<file path="config.mk">
export PLATFORM = sky130hd
export DESIGN_NAME = stce_top
export DESIGN_NICKNAME = d
export VERILOG_FILES = /design/src/stce_pkg.sv /design/src/stce_tbase.sv /design/src/stce_top.sv
export SDC_FILE = /design/constraint.sdc
export NUM_CORES = 1
export LEC_CHECK = 0
export ABC_AREA = 1
export ABC_CLOCK_PERIOD_IN_PS = 8470
export BUFFER_PORTS_ARGS = -buffer_cell sky130_fd_sc_hd__buf_2
export CAP_MARGIN = 20
export CORE_ASPECT_RATIO = 0.6
export CORE_UTILIZATION = 63
export CTS_CLUSTER_SIZE = 14
export DETAILED_ROUTE_END_ITERATION = 8
export PLACE_DENSITY = 0.82
export SETUP_SLACK_MARGIN = 0.3
export SLEW_MARGIN = 20
export SYNTH_ARGS = -nofsm -noshare
export SYNTH_HDL_FRONTEND = slang
export SYNTH_SLANG_ARGS = --single-unit
</file>
<file path="constraint.sdc">
create_clock -name pclk -period 8.47 [get_ports pclk]
set_input_delay 2.541 -clock pclk [delete_from_list [all_inputs] [get_ports pclk]]
set_output_delay 2.541 -clock pclk [all_outputs]
set_load 0.005 [all_outputs]
</file>
<file path="src/stce_pkg.sv">
// Package of constants and carrier types for the sequence timer and counter elements.
package stce_pkg;

    // Value ranges shared by both element kinds.
    localparam logic [15:0] STCE_VAL_MAX = 16'd32000;
    localparam logic [9:0]  STCE_NUM_MIN = 10'd1;
    localparam logic [9:0]  STCE_NUM_MAX = 10'd999;

    // Time base: the 0.01 s prescaler is derived from the clock period.
    localparam int          STCE_CLK_PERIOD_NS = 8;
    localparam int          STCE_BASE_TICK_NS  = 10_000_000;
    localparam int          STCE_BASE_TICK_CYC = STCE_BASE_TICK_NS / STCE_CLK_PERIOD_NS;

    // Base ticks per count for each unit code (0.01 s, 0.1 s, 1 s, 1 min).
    localparam logic [12:0] STCE_DIV_U1 = 13'd1;
    localparam logic [12:0] STCE_DIV_U2 = 13'd10;
    localparam logic [12:0] STCE_DIV_U3 = 13'd100;
    localparam logic [12:0] STCE_DIV_U4 = 13'd6000;
    localparam logic [2:0]  STCE_UNIT_MIN = 3'd1;
    localparam logic [2:0]  STCE_UNIT_MAX = 3'd4;

    // Register byte offsets.
    localparam logic [7:0]  STCE_CTRL_OFS     = 8'h00;
    localparam logic [7:0]  STCE_TMR_NUM_OFS  = 8'h04;
    localparam logic [7:0]  STCE_TMR_SET_OFS  = 8'h08;
    localparam logic [7:0]  STCE_TMR_PRE_OFS  = 8'h0c;
    localparam logic [7:0]  STCE_TMR_UNIT_OFS = 8'h10;
    localparam logic [7:0]  STCE_CNT_NUM_OFS  = 8'h14;
    localparam logic [7:0]  STCE_CNT_SET_OFS  = 8'h18;
    localparam logic [7:0]  STCE_CNT_PRE_OFS  = 8'h1c;
    localparam logic [7:0]  STCE_TMR_STAT_OFS = 8'h20;
    localparam logic [7:0]  STCE_TMR_PV_OFS   = 8'h24;
    localparam logic [7:0]  STCE_TMR_REM_OFS  = 8'h28;
    localparam logic [7:0]  STCE_CNT_STAT_OFS = 8'h2c;
    localparam logic [7:0]  STCE_CNT_PV_OFS   = 8'h30;
    localparam logic [7:0]  STCE_CNT_REM_OFS  = 8'h34;

    // Control register bit positions.
    localparam int          STCE_CTRL_RESTART = 0;
    localparam int          STCE_CTRL_PAUSE   = 1;
    localparam int          STCE_CTRL_RUN     = 2;
    localparam int          STCE_CTRL_CLEAR   = 3;

    // Values after reset.
    localparam logic [9:0]  STCE_TMR_NUM_RST  = 10'd1;
    localparam logic [9:0]  STCE_CNT_NUM_RST  = 10'd2;
    localparam logic [15:0] STCE_SET_RST      = 16'd0;
    localparam logic [15:0] STCE_PRE_RST      = 16'd0;
    localparam logic [2:0]  STCE_UNIT_RST     = 3'd1;

    // Timer states.
    typedef enum logic [1:0] {
        STCE_T_IDLE  = 2'b00,
        STCE_T_RUN   = 2'b01,
        STCE_T_PAUSE = 2'b10,
        STCE_T_DONE  = 2'b11
    } stce_tstate_t;

    // Status flags of one element; the counter leaves paused low.
    typedef struct packed {
        logic paused;
        logic stopped;
        logic running;
        logic prealarm_flag;
        logic done_flag;
    } stce_flags_t;

    // Flags after reset: only stopped is set.
    localparam stce_flags_t STCE_FLAGS_RST = 5'h08;

    // Present and remaining values of one element.
    typedef struct packed {
        logic [15:0] present_value;
        logic [15:0] remaining_value;
    } stce_data_t;

endpackage : stce_pkg

</file>
<file path="src/stce_tbase.sv">
// Time base of the timer element: one tick per count of the selected unit.
module stce_tbase
    import stce_pkg::*;
#(
    parameter int BASE_CYC = STCE_BASE_TICK_CYC
) (
    // Clock, reset and enable.
    input  wire logic       pclk,
    input  wire logic       presetn,
    input  wire logic       ce,
    // Control.
    input  wire logic       clear,
    input  wire logic       run,
    input  wire logic [2:0] unit,
    // Tick out.
    output logic            tick
);

    logic [20:0] pre_reg;
    logic [12:0] div_reg;
    logic [12:0] div_max;
    logic        base_hit;

    // Unit code to base ticks per count.
    always_comb begin
        case (unit)
            3'd1:    div_max = STCE_DIV_U1;
            3'd2:    div_max = STCE_DIV_U2;
            3'd3:    div_max = STCE_DIV_U3;
            3'd4:    div_max = STCE_DIV_U4;
            default: div_max = STCE_DIV_U1;
        endcase
    end

    assign base_hit = (pre_reg == 21'(BASE_CYC - 1));
    assign tick     = run && base_hit && (div_reg == div_max - 13'd1);

    // Prescaler to 0.01 s; it holds while paused so a pause loses no fraction.
    always_ff @(posedge pclk or negedge presetn) begin
        if (!presetn) begin
            pre_reg <= 21'h0;
        end else if (ce) begin
            if (clear) begin
                pre_reg <= 21'h0;
            end else if (run) begin
                pre_reg <= base_hit ? 21'h0 : pre_reg + 21'h1;
            end
        end
    end

    // Unit divider over the 0.01 s ticks.
    always_ff @(posedge pclk or negedge presetn) begin
        if (!presetn) begin
            div_reg <= 13'h0;
        end else if (ce) begin
            if (clear) begin
                div_reg <= 13'h0;
            end else if (run && base_hit) begin
                div_reg <= tick ? 13'h0 : div_reg + 13'h1;
            end
        end
    end

endmodule : stce_tbase

</file>
<file path="src/stce_top.sv">
// One timer element and one counter element for a sequence table, reached over APB.
module stce_top
    import stce_pkg::*;
#(
    parameter int BASE_CYC = STCE_BASE_TICK_CYC
) (
    // Clock, reset and enable.
    input  wire logic        pclk,
    input  wire logic        presetn,
    input  wire logic        ce,
    // APB slave.
    input  wire logic        psel,
    input  wire logic        penable,
    input  wire logic        pwrite,
    input  wire logic [7:0]  paddr,
    input  wire logic [31:0] pwdata,
    output logic [31:0]      prdata,
    output logic             pready,
    output logic             pslverr,
    // Counter count events.
    input  wire logic        count_event,
    // Element status towards the sequence conditions.
    output stce_flags_t      tmr_flags,
    output stce_data_t       tmr_data,
    output stce_flags_t      cnt_flags,
    output stce_data_t       cnt_data
);

    // Clamp a written value into the element range.
    function automatic logic [15:0] clamp_val(input logic [31:0] v);
        clamp_val = (v > {16'h0, STCE_VAL_MAX}) ? STCE_VAL_MAX : v[15:0];
    endfunction : clamp_val

    // Check that a written element number is legal and not taken by the other element.
    function automatic logic num_ok(input logic [31:0] v, input logic [9:0] other);
        num_ok = (v >= {22'h0, STCE_NUM_MIN}) && (v <= {22'h0, STCE_NUM_MAX}) && (v[9:0] != other);
    endfunction : num_ok

    logic         restart_reg, pause_reg, run_reg;
    logic         restart_req_reg, clear_req_reg;
    logic [9:0]   tmr_num_reg, cnt_num_reg;
    logic [15:0]  tmr_set_reg, tmr_pre_reg, cnt_set_reg, cnt_pre_reg;
    logic [2:0]   unit_reg;
    logic [31:0]  prdata_reg;
    stce_tstate_t t_state_reg, t_state_next;
    logic [15:0]  t_pv_reg, t_pv_next, c_pv_reg, c_pv_next;
    logic         tick, acc, wr, bad_wr, mapped;
    stce_flags_t  tmr_flags_reg, cnt_flags_reg;
    logic [15:0]  t_rem_reg, c_rem_reg;

    // Zero-wait bus; a low enable stretches the access, but a read whose setup phase sees it low returns the old prdata_reg.
    assign acc    = psel && penable;
    assign wr     = acc && pwrite && ce && !bad_wr;
    assign pready = ce;

    // Address map and refused writes: bad numbers, bad unit codes, read-only words.
    always_comb begin
        mapped = (paddr[1:0] == 2'b00) && (paddr <= STCE_CNT_REM_OFS);
        bad_wr = 1'b0;
        if (!mapped) begin
            bad_wr = 1'b1;
        end else if (pwrite) begin
            case (paddr)
                STCE_TMR_NUM_OFS:  bad_wr = !num_ok(pwdata, cnt_num_reg);
                STCE_CNT_NUM_OFS:  bad_wr = !num_ok(pwdata, tmr_num_reg);
                STCE_TMR_UNIT_OFS: bad_wr = (pwdata < 32'(STCE_UNIT_MIN)) || (pwdata > 32'(STCE_UNIT_MAX));
                default:           bad_wr = (paddr >= STCE_TMR_STAT_OFS);
            endcase
        end
    end
    assign pslverr = acc && bad_wr;
    assign prdata  = prdata_reg;

    // Read data is captured in the setup phase so it comes from a flip-flop.
    always_ff @(posedge pclk or negedge presetn) begin
        if (!presetn) begin
            prdata_reg <= 32'h0;
        end else if (ce && psel && !penable && !pwrite) begin
            case (paddr)
                STCE_CTRL_OFS:     prdata_reg <= {29'h0, run_reg, pause_reg, restart_reg};
                STCE_TMR_NUM_OFS:  prdata_reg <= {22'h0, tmr_num_reg};
                STCE_TMR_SET_OFS:  prdata_reg <= {16'h0, tmr_set_reg};
                STCE_TMR_PRE_OFS:  prdata_reg <= {16'h0, tmr_pre_reg};
                STCE_TMR_UNIT_OFS: prdata_reg <= {29'h0, unit_reg};
                STCE_CNT_NUM_OFS:  prdata_reg <= {22'h0, cnt_num_reg};
                STCE_CNT_SET_OFS:  prdata_reg <= {16'h0, cnt_set_reg};
                STCE_CNT_PRE_OFS:  prdata_reg <= {16'h0, cnt_pre_reg};
                STCE_TMR_STAT_OFS: prdata_reg <= {27'h0, tmr_flags_reg};
                STCE_TMR_PV_OFS:   prdata_reg <= {16'h0, t_pv_reg};
                STCE_TMR_REM_OFS:  prdata_reg <= {16'h0, t_rem_reg};
                STCE_CNT_STAT_OFS: prdata_reg <= {27'h0, cnt_flags_reg};
                STCE_CNT_PV_OFS:   prdata_reg <= {16'h0, c_pv_reg};
                STCE_CNT_REM_OFS:  prdata_reg <= {16'h0, c_rem_reg};
                default:           prdata_reg <= 32'h0;
            endcase
        end
    end

    // Control bits; raising restart or setting clear posts a one-cycle request.
    // Restart acts only on a rising restart bit, so pause and resume writes keep the elapsed time.
    always_ff @(posedge pclk or negedge presetn) begin
        if (!presetn) begin
            restart_reg     <= 1'b0;
            pause_reg       <= 1'b0;
            run_reg         <= 1'b0;
            restart_req_reg <= 1'b0;
            clear_req_reg   <= 1'b0;
        end else if (ce) begin
            restart_req_reg <= wr && (paddr == STCE_CTRL_OFS) && pwdata[STCE_CTRL_RESTART] && !restart_reg;
            clear_req_reg   <= wr && (paddr == STCE_CTRL_OFS) && pwdata[STCE_CTRL_CLEAR];
            if (wr && paddr == STCE_CTRL_OFS) begin
                restart_reg <= pwdata[STCE_CTRL_RESTART];
                pause_reg   <= pwdata[STCE_CTRL_PAUSE];
                run_reg     <= pwdata[STCE_CTRL_RUN];
            end
        end
    end

    // Element configuration; set and prealarm values above the range are clamped to it.
    always_ff @(posedge pclk or negedge presetn) begin
        if (!presetn) begin
            tmr_num_reg <= STCE_TMR_NUM_RST;
            cnt_num_reg <= STCE_CNT_NUM_RST;
            tmr_set_reg <= STCE_SET_RST;
            tmr_pre_reg <= STCE_PRE_RST;
            cnt_set_reg <= STCE_SET_RST;
            cnt_pre_reg <= STCE_PRE_RST;
            unit_reg    <= STCE_UNIT_RST;
        end else if (ce && wr) begin
            case (paddr)
                STCE_TMR_NUM_OFS:  tmr_num_reg <= pwdata[9:0];
                STCE_CNT_NUM_OFS:  cnt_num_reg <= pwdata[9:0];
                STCE_TMR_SET_OFS:  tmr_set_reg <= clamp_val(pwdata);
                STCE_TMR_PRE_OFS:  tmr_pre_reg <= clamp_val(pwdata);
                STCE_CNT_SET_OFS:  cnt_set_reg <= clamp_val(pwdata);
                STCE_CNT_PRE_OFS:  cnt_pre_reg <= clamp_val(pwdata);
                STCE_TMR_UNIT_OFS: unit_reg    <= pwdata[2:0];
                default:           unit_reg    <= unit_reg;
            endcase
        end
    end

    // The time base restarts with the timer so the first count is a full unit.
    stce_tbase #(
        .BASE_CYC (BASE_CYC)
    ) u_tbase (
        .pclk     (pclk),
        .presetn  (presetn),
        .ce       (ce),
        .clear    (!restart_reg || restart_req_reg),
        .run      ((t_state_reg == STCE_T_RUN) && !pause_reg),
        .unit     (unit_reg),
        .tick     (tick)
    );

    // Timer next state: reset while restart is low, stop and hold at the set value.
    always_comb begin
        t_state_next = t_state_reg;
        t_pv_next    = t_pv_reg;
        if (!restart_reg) begin
            t_state_next = STCE_T_IDLE;
            t_pv_next    = 16'h0;
        end else begin
            if (restart_req_reg) begin
                t_pv_next = 16'h0;
            end else if (t_state_reg == STCE_T_RUN && tick) begin
                t_pv_next = t_pv_reg + 16'h1;
            end
            case (1'b1)
                (t_pv_next >= tmr_set_reg): begin
                    t_state_next = STCE_T_DONE;
                    t_pv_next    = tmr_set_reg;
                end
                pause_reg: t_state_next = STCE_T_PAUSE;
                default:   t_state_next = STCE_T_RUN;
            endcase
        end
    end

    // Timer state, value and registered status.
    always_ff @(posedge pclk or negedge presetn) begin
        if (!presetn) begin
            t_state_reg   <= STCE_T_IDLE;
            t_pv_reg      <= 16'h0;
            t_rem_reg     <= STCE_SET_RST;
            tmr_flags_reg <= STCE_FLAGS_RST;
        end else if (ce) begin
            t_state_reg                 <= t_state_next;
            t_pv_reg                    <= t_pv_next;
            t_rem_reg                   <= tmr_set_reg - t_pv_next;
            tmr_flags_reg.done_flag     <= (t_state_next == STCE_T_DONE);
            tmr_flags_reg.prealarm_flag <= restart_reg && (t_pv_next >= tmr_pre_reg);
            tmr_flags_reg.running       <= (t_state_next == STCE_T_RUN);
            tmr_flags_reg.stopped       <= (t_state_next == STCE_T_IDLE);
            tmr_flags_reg.paused        <= (t_state_next == STCE_T_PAUSE);
        end
    end

    // Counter next value: clear request first, then one per event up to the ceiling.
    always_comb begin
        c_pv_next = c_pv_reg;
        if (clear_req_reg) begin
            c_pv_next = 16'h0;
        end else if (run_reg && count_event && c_pv_reg < STCE_VAL_MAX) begin
            c_pv_next = c_pv_reg + 16'h1;
        end
    end

    // Counter value and registered status; done does not stop the count.
    always_ff @(posedge pclk or negedge presetn) begin
        if (!presetn) begin
            c_pv_reg      <= 16'h0;
            c_rem_reg     <= STCE_SET_RST;
            cnt_flags_reg <= STCE_FLAGS_RST;
        end else if (ce) begin
            c_pv_reg                    <= c_pv_next;
            c_rem_reg                   <= (c_pv_next >= cnt_set_reg) ? 16'h0 : cnt_set_reg - c_pv_next;
            cnt_flags_reg.done_flag     <= (c_pv_next >= cnt_set_reg);
            cnt_flags_reg.prealarm_flag <= (c_pv_next >= cnt_pre_reg);
            cnt_flags_reg.running       <= run_reg;
            cnt_flags_reg.stopped       <= !run_reg;
            cnt_flags_reg.paused        <= 1'b0;
        end
    end

    assign tmr_flags = tmr_flags_reg;
    assign cnt_flags = cnt_flags_reg;
    assign tmr_data  = '{present_value: t_pv_reg, remaining_value: t_rem_reg};
    assign cnt_data  = '{present_value: c_pv_reg, remaining_value: c_rem_reg};

    // Checks on the element behaviour.
    property p_restart_zero;
        @(posedge pclk) disable iff (!presetn)
        (ce && restart_req_reg && restart_reg) |=> (t_pv_reg == 16'h0 || t_pv_reg == tmr_set_reg);
    endproperty
    a_restart_zero: assert property (p_restart_zero) else $error("timer not restarted from zero");

    property p_tmr_pre;
        @(posedge pclk) disable iff (!presetn)
        (ce && restart_reg && t_pv_next >= tmr_pre_reg) |=> tmr_flags.prealarm_flag;
    endproperty
    a_tmr_pre: assert property (p_tmr_pre) else $error("timer prealarm missing");

    property p_tmr_done_hold;
        @(posedge pclk) disable iff (!presetn)
        ce ##1 tmr_flags.done_flag |-> (t_pv_reg == $past(tmr_set_reg) && t_rem_reg == 16'h0);
    endproperty
    a_tmr_done_hold: assert property (p_tmr_done_hold) else $error("finished timer not held");

    property p_tmr_off;
        @(posedge pclk) disable iff (!presetn)
        (ce && !restart_reg) |=> (t_pv_reg == 16'h0 && tmr_flags.stopped && !tmr_flags.done_flag);
    endproperty
    a_tmr_off: assert property (p_tmr_off) else $error("timer not reset");

    property p_tmr_pause;
        @(posedge pclk) disable iff (!presetn)
        (tmr_flags.paused && pause_reg && restart_reg && !restart_req_reg) ##1 ce |-> $stable(t_pv_reg);
    endproperty
    a_tmr_pause: assert property (p_tmr_pause) else $error("paused timer moved");

    property p_tmr_range;
        @(posedge pclk) disable iff (!presetn)
        ce |=> (t_pv_reg <= STCE_VAL_MAX) && (t_rem_reg <= STCE_VAL_MAX)
            && (t_pv_reg + t_rem_reg == $past(tmr_set_reg));
    endproperty
    a_tmr_range: assert property (p_tmr_range) else $error("timer value out of range");

    property p_cnt_step;
        @(posedge pclk) disable iff (!presetn)
        (ce && run_reg && count_event && !clear_req_reg && c_pv_reg < STCE_VAL_MAX)
            |=> (c_pv_reg == $past(c_pv_reg) + 16'h1);
    endproperty
    a_cnt_step: assert property (p_cnt_step) else $error("counter missed an event");

    property p_cnt_hold;
        @(posedge pclk) disable iff (!presetn)
        (ce && !run_reg && !clear_req_reg) |=> $stable(c_pv_reg);
    endproperty
    a_cnt_hold: assert property (p_cnt_hold) else $error("stopped counter moved");

    property p_cnt_flags;
        @(posedge pclk) disable iff (!presetn)
        ce |=> (cnt_flags.done_flag == (c_pv_reg >= $past(cnt_set_reg)))
            && (cnt_flags.prealarm_flag == (c_pv_reg >= $past(cnt_pre_reg)));
    endproperty
    a_cnt_flags: assert property (p_cnt_flags) else $error("counter flags wrong");

    property p_num_unique;
        @(posedge pclk) disable iff (!presetn)
        (tmr_num_reg != cnt_num_reg) && (tmr_num_reg <= STCE_NUM_MAX) && (cnt_num_reg >= STCE_NUM_MIN);
    endproperty
    a_num_unique: assert property (p_num_unique) else $error("element numbers clash");

endmodule : stce_top

</file>
==> results.ini <==
[status]
status = completed

[yosys]
syn_inst = 1965
ys_ff_latch = 217
yosysWarnings = 0
synth-edff-count = 0
synthArstFlopShare = 1.00
syn_area_per_cell_um2 = 7.39
yosysSeqAreaShare = 0.374
syn_area_um2 = 14500
synth_top_flop_cell = dfrtp_1
ys_types = 64

[place]
hpwlAfterDp_um = 40700
numPortBuffers = 137
place.gp.congestion = 1.10
place_ws_ps = 1250

[pwr]
p_total_uw = 4160
powerDensity_nw_per_um2 = 259
ir_drop_uv = 160
p_leak_uw = 0.00812

[layout]
drive_gt1_frac = 0.115
synthToLayoutAreaGrowth_pct = 10.6
final_cell_mix = nand2_1 (434), inv_1 (304), dfrtp_1 (212)
final_common_cell = nand2_1
largest_register_ffs = 21
fillCellCount = 1841
fin_util = 0.719
diodes = 0
final_nets = 2212

[setup_path]
cp_max_fo = 13
end_kind = output port
startpoint_type = primary input
path_class = primary input to output port
cp.required_ps = 5930
arrival_ps = 4850

[cts]
cts_buffer_depth = 3
h-tree-depth = 1
cts_tree = done
root_buffer = clkbuf_16
numCtsBuffers = 22
cts_sinks = 217
cts_resized = 0
clkTransAtPathRegs_ps = 60
clk-insertion-delay-late_ps = 530
holdBufCountCts = 0
postCtsSetupBuffers = 0

[detailed_routing]
avgRoutedWirePerCell_um = 21.8
detail-route-antenna-nets = 0
drt-total-wl_um = 52400
route.met3.wl_um = 9130
wl_met2_um = 20100
num_vias = 15160
drt-initial-drc-count = 2363
top_layer = met5
wl_met1_um = 21800
via_per_inst = 6.31
dr.pass1.iters = 9
route.detailed.drc = 0

[global_routing]
grt-ovfl-total = 0
grt_max_degree = 76
grt_pass1_wl_um = 80100
antenna_found_initial = 1
grt_usage = 0.449
grt_pass1_vias = 13645

[timing]
fin_setup_tns_ps = 0
rsz0062_at_grt = false
setup_viol = 0
slew_headroom = 0.338
slew_viol_final = 0
fin_hold_ws_ps = 492
worst_slack_ps = 1080
fin_skew_ps = 10.4
finalCriticalPeriod_ps = 7390
achievable-frequency_mhz = 135
tightest_slew_ps = 993
hold_viol = 0
min_period_over_period = 0.873

[floorplanning]
core_um2 = 22300
dieWidth_um = 198
start_util = 0.650
io_pins = 155
num_rows = 42
die-area_um2 = 23700
fp.dieH_um = 120

[flow_run]
maxCapViolations = 0

[worst_hold_path]
hold_class = flip-flop to flip-flop

[critical path: stages]
cell and delay [ps]:
buf_2 120, nor2_1 170, nand2_1 90, nor2_1 140, inv_1 80, nor2_2 370, inv_1 420, a21oi_1 320
a21boi_4 400, nor2_1 70, buf_2 130
[cells in the mapped netlist (27+ instances only)]
cell,count,area share
dfrtp_1,212,0.37
ha_1,83,0.072
clkbuf_1,27,0.0070
o21ai_0,147,0.051
a21oi_1,98,0.034
nor2_1,130,0.034
o22ai_1,49,0.021
xor2_1,30,0.018
nand4_1,34,0.015
nand2_1,434,0.11
o21ai_1,68,0.023
inv_1,305,0.079
nand3_1,95,0.033
nor3_1,57,0.020
[per-layer routing]
| metal | global-route usage | vias to the layer above |
|---|---|---|
| met5 | 0 | - |
| met4 | 0.106 | 2 |
| met3 | 0.184 | 121 |
| met2 | 0.589 | 1233 |
| met1 | 0.674 | 7048 |
| li1 | - | 6756 |
[worst paths after layout]
| check | depth (start not counted) | startpoint | to | slack, ps |
|---|---|---|---|---|
| max | 11 | paddr[7] | pslverr | 1080 |
| max reg2reg | 36 | unit_reg[0] | t_rem_reg[11] | 2170 |
| min | 2 | cnt_pre_reg[11] | cnt_pre_reg[11] | 490 |
| min in group asynchronous | 1 | presetn | u_tbase.pre_reg[5] | 1950 |
| max in group asynchronous | 2 | presetn | pause_reg | 5020 |
| min reg2reg | 2 | cnt_pre_reg[11] | cnt_pre_reg[11] | 490 |
[power by group]
| group | switching [µW] | total (µW) | internal (µW) |
|---|---|---|---|
| registers | 157 | 1300 | 1140 |
| logic | 1190 | 1820 | 630 |
| clock network | 434 | 1050 | 611 |
[cell families (layout without fill, tap and decap cells)]
kind of cell               Yosys count  count (layout)  synth area share
DFF                                217             217             0.374
adders and majority gates           85              85            0.0743
AOI/OAI and AO/OA                  435             435             0.171
xor gates and xnor gates            37              37            0.0223
muxes                               10              10           0.00776
buffers and inverters              383             498             0.111
other                                1              17          0.000258
and+or+nand+nor                    797             797             0.239
[layout make-up]
class,count,area (µm²),area share
well taps,308,385,0.0240
clock inverters,6,82.6,0.00514
inverters,311,1170,0.0729
multi-input cells,1381,7530,0.469
repair buffers,147,771,0.0480
flip-flops and latches,217,5440,0.339
clock buffers,34,677,0.0422
[stage by stage]
stage / cell area [µm²] / cells
2_1_floorplan: 14600 / 1981
3_3_place_gp: 15300 / 2364
3_5_place_dp: 15300 / 2364
4_1_cts: 16100 / 2404
5_1_grt: 16100 / 2404
6_report: 16100 / 2404
No activity file was read; power rests on OpenSTA's default activity.
